**src/hdl/can_bit_timing_defs.svh**
```systemverilog
`ifndef CAN_BIT_TIMING_DEFS_SVH
`define CAN_BIT_TIMING_DEFS_SVH

// ****************************************************************
// Register byte offsets on the APB
// ****************************************************************
`define CBT_OFS_TIMING      12'h000
`define CBT_OFS_CONTROL     12'h004
`define CBT_OFS_STATUS      12'h008

// ****************************************************************
// Bit timing register fields
// ****************************************************************
`define CBT_PRESC_LSB       0
`define CBT_PRESC_MSB       5
`define CBT_JUMP_LSB        6
`define CBT_JUMP_MSB        7
`define CBT_PROP_LSB        8
`define CBT_PROP_MSB        10
`define CBT_PH1_LSB         11
`define CBT_PH1_MSB         13
`define CBT_PH2_FREE_BIT    14
`define CBT_TRIPLE_BIT      15
`define CBT_PH2_LSB         16
`define CBT_PH2_MSB         18
`define CBT_TIMING_MASK     32'h0007FFFF
`define CBT_TIMING_RESET    32'h00000000

// ****************************************************************
// Module control register fields
// ****************************************************************
`define CBT_OPMODE_LSB      21
`define CBT_OPMODE_MSB      23
`define CBT_OPMODE_CONFIG   3'h4
`define CBT_OPMODE_RESET    3'h4

// ****************************************************************
// Status register fields
// ****************************************************************
`define CBT_STAT_QPB_LSB    0
`define CBT_STAT_QPB_MSB    4
`define CBT_STAT_JUMP_ERR   8
`define CBT_STAT_PH2_ERR    9
`define CBT_STAT_TRIPLE_ERR 10
`define CBT_STAT_QPB_ERR    11
`define CBT_STAT_CONFIG     12

// ****************************************************************
// Timing limits
// ****************************************************************
`define CBT_QPB_MIN_EXCL    5'h07
`define CBT_TRIPLE_PRESC_MIN 6'h02

`endif

```
**src/hdl/can_bit_timing_pkg.sv**
```systemverilog
package can_bit_timing_pkg;

  // One-hot states of the bit segment sequencer
  typedef enum logic [4:0] {
    SEQ_IDLE  = 5'h01,
    SEQ_SYNC  = 5'h02,
    SEQ_PROP  = 5'h04,
    SEQ_PHONE = 5'h08,
    SEQ_PHTWO = 5'h10
  } seq_state_t;

endpackage

```
**src/hdl/quantum_prescaler.sv**
```systemverilog
`timescale 1ns/10ps
`default_nettype none

// ****************************************************************
// Time quantum tick generator
// ****************************************************************
module quantum_prescaler (
  input  wire logic       i_clk_sys,
  input  wire logic       i_rst_b,
  input  wire logic       i_run,
  input  wire logic [5:0] i_presc,
  output logic            o_tq_tick
);

  logic [6:0] cnt_q;
  logic [6:0] last_cyc;

  // One quantum spans 2 x (field + 1) clocks, so the last count is {field, 1}
  assign last_cyc = {i_presc, 1'b1};

  // Counter restarts while stopped so the first quantum is always whole
  always_ff @(posedge i_clk_sys) begin
    if (!i_rst_b || !i_run) begin
      cnt_q <= 7'h00;
    end else if (cnt_q >= last_cyc) begin
      cnt_q <= 7'h00;
    end else begin
      cnt_q <= cnt_q + 7'h01;
    end
  end

  // Tick on the final clock of each quantum
  always_ff @(posedge i_clk_sys) begin
    if (!i_rst_b || !i_run) begin
      o_tq_tick <= 1'b0;
    end else begin
      o_tq_tick <= (cnt_q >= last_cyc);
    end
  end

endmodule

`default_nettype wire

```
**src/hdl/can_bit_timing_config.sv**
```systemverilog
// The address map and the APB slave port were left to the implementer.
`timescale 1ns/10ps
`default_nettype none

`include "can_bit_timing_defs.svh"

// Overview of operation
// - propagation segment is field plus one quanta
// - jump width is field plus one quanta
// - quantum is two times (prescaler plus one) clocks
// - phase two derived unless free select set
// - timing writable only in configuration mode
module can_bit_timing_config (
  input  wire logic        i_clk_sys,
  input  wire logic        i_rst_b,
  input  wire logic        i_psel,
  input  wire logic        i_penable,
  input  wire logic        i_pwrite,
  input  wire logic [11:0] i_paddr,
  input  wire logic [31:0] i_pwdata,
  output logic [31:0]      o_prdata,
  output logic             o_pready,
  output logic             o_pslverr,
  output logic             o_tq_tick,
  output logic             o_bit_start,
  output logic             o_sample_point,
  output logic             o_triple_sample,
  output logic [3:0]       o_prop_quanta,
  output logic [2:0]       o_jump_quanta,
  output logic [3:0]       o_phase_one_quanta,
  output logic [3:0]       o_phase_two_quanta,
  output logic [4:0]       o_quanta_per_bit
);

  // ****************************************************************
  // Helpers
  // ****************************************************************

  // Field value plus one, as a quanta count
  function automatic logic [3:0] quanta_len(input logic [2:0] fld);
    quanta_len = {1'b0, fld} + 4'h1;
  endfunction

  // ****************************************************************
  // Register state
  // ****************************************************************
  logic [31:0] timing_q;
  logic [2:0]  opmode_q;
  logic        in_config;
  logic        apb_done;
  logic        addr_timing;
  logic        addr_control;
  logic        addr_status;
  logic        addr_hit;

  assign in_config    = (opmode_q == `CBT_OPMODE_CONFIG);
  assign addr_timing  = (i_paddr == `CBT_OFS_TIMING);
  assign addr_control = (i_paddr == `CBT_OFS_CONTROL);
  assign addr_status  = (i_paddr == `CBT_OFS_STATUS);
  assign addr_hit     = addr_timing | addr_control | addr_status;

  // A transfer completes on the edge where the registered ready is seen
  assign apb_done = i_psel & i_penable & o_pready;

  // ****************************************************************
  // Decoded timing fields
  // ****************************************************************
  logic [5:0] presc;
  logic [3:0] prop_len;
  logic [2:0] jump_len;
  logic [3:0] ph1_len;
  logic [3:0] ph2_len;
  logic       ph2_free;
  logic       triple;
  logic [4:0] qpb;

  assign presc    = timing_q[`CBT_PRESC_MSB:`CBT_PRESC_LSB];
  assign prop_len = quanta_len(timing_q[`CBT_PROP_MSB:`CBT_PROP_LSB]);
  assign jump_len = timing_q[`CBT_JUMP_MSB:`CBT_JUMP_LSB] + 3'h1;
  assign ph1_len  = quanta_len(timing_q[`CBT_PH1_MSB:`CBT_PH1_LSB]);
  assign ph2_free = timing_q[`CBT_PH2_FREE_BIT];
  assign triple   = timing_q[`CBT_TRIPLE_BIT];

  // Without free select, phase two follows phase one, which always meets its limit
  assign ph2_len  = ph2_free ? quanta_len(timing_q[`CBT_PH2_MSB:`CBT_PH2_LSB])
                             : ph1_len;

  // Sync quantum plus the three segments
  assign qpb = 5'h01 + {1'b0, prop_len} + {1'b0, ph1_len} + {1'b0, ph2_len};

  // ****************************************************************
  // Setting checks reported to software
  // ****************************************************************
  logic jump_err;
  logic ph2_err;
  logic triple_err;
  logic qpb_err;

  // These are software duties; the block flags a breach, and triple_err also holds off triple sampling
  assign jump_err   = ({1'b0, jump_len} > ph2_len);
  assign ph2_err    = ph2_free & (ph2_len > ph1_len);
  assign triple_err = triple & (presc < `CBT_TRIPLE_PRESC_MIN);
  assign qpb_err    = (qpb <= `CBT_QPB_MIN_EXCL);

  // ****************************************************************
  // APB slave
  // ****************************************************************

  // One wait state: ready rises in the second access cycle, falls after completion
  always_ff @(posedge i_clk_sys) begin
    if (!i_rst_b) begin
      o_pready <= 1'b0;
    end else begin
      o_pready <= i_psel & i_penable & ~o_pready;
    end
  end

  // Unmapped addresses answer with an error alongside ready
  always_ff @(posedge i_clk_sys) begin
    if (!i_rst_b) begin
      o_pslverr <= 1'b0;
    end else begin
      o_pslverr <= i_psel & i_penable & ~o_pready & ~addr_hit;
    end
  end

  // Read data captured with ready, held until the next read access
  always_ff @(posedge i_clk_sys) begin
    if (!i_rst_b) begin
      o_prdata <= 32'h00000000;
    end else if (i_psel & i_penable & ~o_pready & ~i_pwrite) begin
      o_prdata <= 32'h00000000;
      if (addr_timing) begin
        o_prdata <= timing_q;
      end else if (addr_control) begin
        o_prdata[`CBT_OPMODE_MSB:`CBT_OPMODE_LSB] <= opmode_q;
      end else if (addr_status) begin
        o_prdata[`CBT_STAT_QPB_MSB:`CBT_STAT_QPB_LSB] <= qpb;
        o_prdata[`CBT_STAT_JUMP_ERR]                  <= jump_err;
        o_prdata[`CBT_STAT_PH2_ERR]                   <= ph2_err;
        o_prdata[`CBT_STAT_TRIPLE_ERR]                <= triple_err;
        o_prdata[`CBT_STAT_QPB_ERR]                   <= qpb_err;
        o_prdata[`CBT_STAT_CONFIG]                    <= in_config;
      end
    end
  end

  // Operating mode: always writable, so software can enter configuration mode
  always_ff @(posedge i_clk_sys) begin
    if (!i_rst_b) begin
      opmode_q <= `CBT_OPMODE_RESET;
    end else if (apb_done & i_pwrite & addr_control) begin
      opmode_q <= i_pwdata[`CBT_OPMODE_MSB:`CBT_OPMODE_LSB];
    end
  end

  // Timing only changes in configuration mode; other writes are dropped silently
  always_ff @(posedge i_clk_sys) begin
    if (!i_rst_b) begin
      timing_q <= `CBT_TIMING_RESET;
    end else if (apb_done & i_pwrite & addr_timing & in_config) begin
      timing_q <= i_pwdata & `CBT_TIMING_MASK;
    end
  end

  // ****************************************************************
  // Quantum generation
  // ****************************************************************
  logic tq_tick;

  // Bit timing runs only outside configuration mode, so settings never change mid-bit
  quantum_prescaler u_presc (
    .i_clk_sys (i_clk_sys),
    .i_rst_b   (i_rst_b),
    .i_run     (~in_config),
    .i_presc   (presc),
    .o_tq_tick (tq_tick)
  );

  // ****************************************************************
  // Bit segment sequencer
  // ****************************************************************
  can_bit_timing_pkg::seq_state_t state_q;
  can_bit_timing_pkg::seq_state_t state_d;
  logic [3:0]                     seg_cnt_q;
  logic [3:0]                     seg_last;
  logic                           seg_end;

  // Last quantum index of the segment being timed
  always_comb begin
    case (state_q)
      can_bit_timing_pkg::SEQ_PROP:  seg_last = prop_len - 4'h1;
      can_bit_timing_pkg::SEQ_PHONE: seg_last = ph1_len - 4'h1;
      can_bit_timing_pkg::SEQ_PHTWO: seg_last = ph2_len - 4'h1;
      default:                       seg_last = 4'h0;
    endcase
  end

  assign seg_end = tq_tick & (seg_cnt_q == seg_last);

  // Next segment on the last quantum of the current one
  always_comb begin
    state_d = state_q;
    case (state_q)
      can_bit_timing_pkg::SEQ_IDLE: begin
        if (!in_config) begin
          state_d = can_bit_timing_pkg::SEQ_SYNC;
        end
      end
      can_bit_timing_pkg::SEQ_SYNC: begin
        if (tq_tick) begin
          state_d = can_bit_timing_pkg::SEQ_PROP;
        end
      end
      can_bit_timing_pkg::SEQ_PROP: begin
        if (seg_end) begin
          state_d = can_bit_timing_pkg::SEQ_PHONE;
        end
      end
      can_bit_timing_pkg::SEQ_PHONE: begin
        if (seg_end) begin
          state_d = can_bit_timing_pkg::SEQ_PHTWO;
        end
      end
      can_bit_timing_pkg::SEQ_PHTWO: begin
        if (seg_end) begin
          state_d = can_bit_timing_pkg::SEQ_SYNC;
        end
      end
      default: begin
        state_d = can_bit_timing_pkg::SEQ_IDLE;
      end
    endcase
    if (in_config) begin
      state_d = can_bit_timing_pkg::SEQ_IDLE;
    end
  end

  always_ff @(posedge i_clk_sys) begin
    if (!i_rst_b) begin
      state_q <= can_bit_timing_pkg::SEQ_IDLE;
    end else begin
      state_q <= state_d;
    end
  end

  // Quantum count within the current segment
  always_ff @(posedge i_clk_sys) begin
    if (!i_rst_b || in_config) begin
      seg_cnt_q <= 4'h0;
    end else if (state_d != state_q) begin
      seg_cnt_q <= 4'h0;
    end else if (tq_tick) begin
      seg_cnt_q <= seg_cnt_q + 4'h1;
    end
  end

  // ****************************************************************
  // Registered outputs
  // ****************************************************************

  // Bit start marks entry to the sync quantum, sample point the end of phase one
  always_ff @(posedge i_clk_sys) begin
    if (!i_rst_b) begin
      o_tq_tick      <= 1'b0;
      o_bit_start    <= 1'b0;
      o_sample_point <= 1'b0;
    end else begin
      o_tq_tick      <= tq_tick & ~in_config; // A tick still in flight is dropped at config entry
      o_bit_start    <= (state_d == can_bit_timing_pkg::SEQ_SYNC) &&
                        (state_q != can_bit_timing_pkg::SEQ_SYNC);
      o_sample_point <= (state_q == can_bit_timing_pkg::SEQ_PHONE) && seg_end;
    end
  end

  // Decoded lengths for the bit engine; triple sampling held off when illegal
  always_ff @(posedge i_clk_sys) begin
    if (!i_rst_b) begin
      o_triple_sample    <= 1'b0;
      o_prop_quanta      <= 4'h1;
      o_jump_quanta      <= 3'h1;
      o_phase_one_quanta <= 4'h1;
      o_phase_two_quanta <= 4'h1;
      o_quanta_per_bit   <= 5'h04;
    end else begin
      o_triple_sample    <= triple & ~triple_err;
      o_prop_quanta      <= prop_len;
      o_jump_quanta      <= jump_len;
      o_phase_one_quanta <= ph1_len;
      o_phase_two_quanta <= ph2_len;
      o_quanta_per_bit   <= qpb;
    end
  end

endmodule

`default_nettype wire

```
**config.mk**
```make
export PLATFORM = sky130hd
export DESIGN_NAME = can_bit_timing_config
export DESIGN_NICKNAME = d
export VERILOG_FILES = /design/src/hdl/can_bit_timing_pkg.sv /design/src/hdl/quantum_prescaler.sv /design/src/hdl/can_bit_timing_config.sv
export VERILOG_INCLUDE_DIRS = /design/src /design/src/hdl
export SDC_FILE = /design/constraint.sdc
export NUM_CORES = 1
export LEC_CHECK = 0
export BUFFER_PORTS_ARGS = -buffer_cell sky130_fd_sc_hd__buf_4
export CAP_MARGIN = 20
export CORE_ASPECT_RATIO = 0.6
export CORE_UTILIZATION = 45
export DETAILED_ROUTE_END_ITERATION = 8
export HOLD_SLACK_MARGIN = 0.12
export PLACE_DENSITY = 0.69
export SLEW_MARGIN = 10
export SYNTH_ARGS = -nofsm -noshare
export SYNTH_HDL_FRONTEND = slang
export SYNTH_SLANG_ARGS = --single-unit
export TNS_END_PERCENT = 20
```
**constraint.sdc**
```tcl
create_clock -name i_clk_sys -period 6.2 [get_ports i_clk_sys]
set_input_delay 0 -clock i_clk_sys [delete_from_list [all_inputs] [get_ports i_clk_sys]]
set_output_delay 0 -clock i_clk_sys [all_outputs]
set_load 0.01 [all_outputs]
```
==> metrics.csv <==
metric;value;unit
timing.rr.start;timing_q[11]$_SDFFE_PN0P_;
setup_tns;0;ns
cpMostUsedCell;inv_1;
num_io_pins;107;
hold_path_end;o_prdata[23]$_SDFFE_PN0P_;
grt_pass1_vias;3807;
r2r-end;o_sample_point$_SDFF_PN0_;
routedWlPerCell;15.6;µm
design.core.area;9290;µm²
syn_area;4360;µm²
power.density;202;nW/µm²
portBuffers;86;
place_ws;2.77;ns
p_comb_frac;0.056;
met3_length;786;µm
antenna_cells;0;
critical-path-top-delay-family;compound AO/OA/AOI/OAI gates;
p_seq_frac;0.498;
switching_power;0.246;mW
place.gp.congestion;0.901;
ys_top_cells_by_area;dfxtp_1, ha_1, mux2i_1, nor2_1, nand2_1;
ctsResizeCount;0;
die_x;129;µm
top_layer_used;met4;
synth_warnings;0;
period_needed;3.54;ns
reg2reg_depth;15;
critPathLaunchType;flip-flop;
detailroute.via_count;3932;
cts_tree;yes;
cts_setup_buffers;0;
drive_gt1_frac;0.204;
dp_hpwl;8080;µm
rows;27;
finClkSkew;0.00577;ns
critPathKind;reg2reg;
pwr-share-clk;0.445;
grt_usage;0.241;
setup_viol;0;
dp.cells;685;
antenna_found_initial;0;
ys_types;57;
holdCritStartpoint;i_paddr[2];
synth_largest_area_cell;dfxtp_1;
path_buf_inv;3;
drt_iter0_drc;314;
cts_made_buffers;9;
finalPower;1.13;mW
whs;0.150;ns
clock-sinks;87;
clock_latency;0.35;ns
wl_met1;5690;µm
synth-async-reset-ratio;0;
maxSlewViolCount;0;
fillers;798;
min_path_type;in2reg;
tightest_slew;1.08;ns
rsz0062_at_grt;no;
synth.avg_cell_area;8.90;µm²
die_height;78.2;µm
dr_wl_met2;4760;µm
nets;672;
max_stage_delay;0.40;ns
drc;0;
cap_violations;0;
clk_path_buf_depth;2;
ys_seq_area_frac;0.400;
synthToLayoutAreaGrowth;29.1;%
crit_path_cell_trace;ha_1 -> inv_1 -> o21ai_0 -> inv_1 -> a31oi_1 -> o221ai_1 -> ha_1 -> inv_1 -> a211oi_1 -> a31oi_1 -> nor4bb_1 -> o21ai_0 -> nand2_1 -> o211a_2 -> nor4b_2;
peakVddDrop;0.188;mV
grt_first_pass_wirelength;18700;µm
synth_edf_count;0;
dieArea;10100;µm²
h-tree-depth;3;
hold_depth;4;
reg2reg_slack;2.66;ns
worstPathMaxFanout;7;
cp_slowest_cell;dfxtp_1;
p_leak;2.33;nW
critPathLaunch;timing_q[11]$_SDFFE_PN0P_;
p_int;0.888;mW
synthCells;490;
ys_ff_latch;87;
min_period_over_period;0.572;
stdcell_count;729;
endpoint_kind;flip-flop;
dpl_cell_area;5060;µm²
post-route-util;0.606;
yosysTopAreaCellShare;0.400;
grt_max_degree;55;
final_cell_area;5630;µm²
finalHoldViolations;0;
finalWirelength;11400;µm
routed_via_density;5.39;
worstPathArrival;3.80;ns
antenna_left;0;
fmax;282;MHz
synthFlopType;dfxtp_1;
outcome;finished clean;
clkTransAtPathRegs;0.06;ns
root_buffer;clkbuf_16;
grt_overflow;0;
floorplan.initialDensity;0.469;
timing.final.ws_setup;2.66;ns
required;6.46;ns
slew_headroom;0.273;
drtPass1Iterations;5;
swShare;0.217;
how the worst max path moves through the flow:
stage	to	cells past startpoint	slack, ns
finish	o_sample_point$_SDFF_PN0_	15	2.66
floorplan	o_prdata[11]$_SDFFE_PN0P_	12	3.21
global route	seg_cnt_q[3]$_SDFFE_PP0P_	15	2.42
global placement	o_sample_point$_SDFF_PN0_	10	2.82
CTS	o_sample_point$_SDFF_PN0_	15	2.74
detailed placement	o_sample_point$_SDFF_PN0_	15	2.77
power groups by stage:
stage	clock [mW]	sequential [mW]	combinational (mW)
after floorplan	0	0.579	0.0220
after global placement	0	0.578	0.0493
after detailed placement	0	0.578	0.0501
after CTS	0.515	0.565	0.0637
after global routing	0.534	0.565	0.0688
final	0.505	0.565	0.0638
routing by layer:
layer  vias to the layer above  GRT usage
met5                         -          0
met4                         0     0.0718
met3                        15     0.0593
met2                       142      0.361
met1                      1853      0.341
li1                       1922          -
flip-flops by register name, indices dropped and copies added, names as in the netlist, 4 cells and up:
| register | cells |
|---|---|
| o_phase_one_quanta | 4 |
| o_phase_two_quanta | 4 |
| o_prdata | 22 |
| o_prop_quanta | 4 |
| o_quanta_per_bit | 5 |
| seg_cnt_q | 4 |
| state_q | 5 |
| timing_q | 19 |
| u_presc.cnt_q | 7 |
cell usage in the layout (no fill, tap or decap), types with 6 or more instances in the layout:
| master | Yosys | routed |
|---|---|---|
| mux2i_1 | 27 | 27 |
| xnor2_1 | 13 | 13 |
| nor4_1 | 9 | 8 |
| conb_1 | 1 | 10 |
| nor2_1 | 58 | 58 |
| nor3_1 | 12 | 11 |
| nand2_1 | 38 | 38 |
| a21o_1 | 11 | 11 |
| a221oi_1 | 6 | 6 |
| ha_1 | 25 | 25 |
| o21ai_0 | 13 | 13 |
| dfxtp_1 | 87 | 87 |
| dlygate4sd3_1 | 0 | 29 |
| buf_4 | 11 | 91 |
| inv_1 | 25 | 25 |
| nand4_1 | 6 | 6 |
| a21oi_1 | 25 | 25 |
| nand3_1 | 20 | 20 |
| clkbuf_16 | 0 | 9 |
| and2_1 | 8 | 8 |
| xor2_1 | 7 | 7 |
logic make-up (layout without fill, tap and decap cells):
logic type | after synthesis | in the layout | synth area share
AOI/OAI and AO/OA | 80 | 80 | 0.124
xor gates and xnor gates | 20 | 20 | 0.0402
adders and majority gates | 28 | 28 | 0.0855
buffers and inverters | 61 | 161 | 0.0652
DFF | 87 | 87 | 0.400
muxes | 30 | 30 | 0.0706
other | 1 | 10 | 0.000860
and+or+nand+nor | 183 | 183 | 0.214
worst reg2reg max path, stage by stage, from the launching register on:
cell	delay (ns)
dfxtp_1	0.40
ha_1	0.39
inv_1	0.09
o21ai_0	0.40
inv_1	0.19
a31oi_1	0.19
o221ai_1	0.16
ha_1	0.27
inv_1	0.07
a211oi_1	0.04
a31oi_1	0.17
nor4bb_1	0.31
o21ai_0	0.15
nand2_1	0.11
o211a_2	0.28
nor4b_2	0.23
synth_stat cells, types with 2 or more instances:
cell type	number
buf_4	11
fa_1	3
o22ai_1	2
xnor2_1	13
inv_1	25
dfxtp_1	87
a31oi_1	2
a32oi_1	2
clkbuf_1	15
or2_2	2
buf_1	3
nand4_1	6
nand3_1	20
a311oi_1	3
ha_1	25
o21ai_0	13
a221oi_1	6
nor4_1	9
nor3b_1	2
o211ai_1	2
nor3_2	3
nor2b_1	2
mux2_2	2
and3_1	3
nand3b_1	3
mux2i_1	27
buf_2	5
nand2b_1	2
a21oi_1	25
xor2_1	7
o2bb2ai_1	2
nor2_1	58
o221ai_1	2
or3_1	2
a211oi_1	4
nand2_1	38
nor3_1	12
and2_1	8
or4_1	5
and4b_1	2
a21o_1	11
area by class of cell:
cell class	count	area, µm²	share of cell area
multi-input combinational	351	2380	0.423
inverter	26	97.6	0.0173
sequential	87	1740	0.309
clock inverter	3	18.8	0.00333
tap	130	163	0.0289
clock buffer	12	256	0.0456
timing repair buffer	120	973	0.173
repair_timing:
item                                   4_1_cts  5_1_grt
hold buffers                                29        0
setup endpoints to repair                    0        0
endpoints found under the hold margin       50        0
Note: power is estimated with default switching activity, not from simulation.
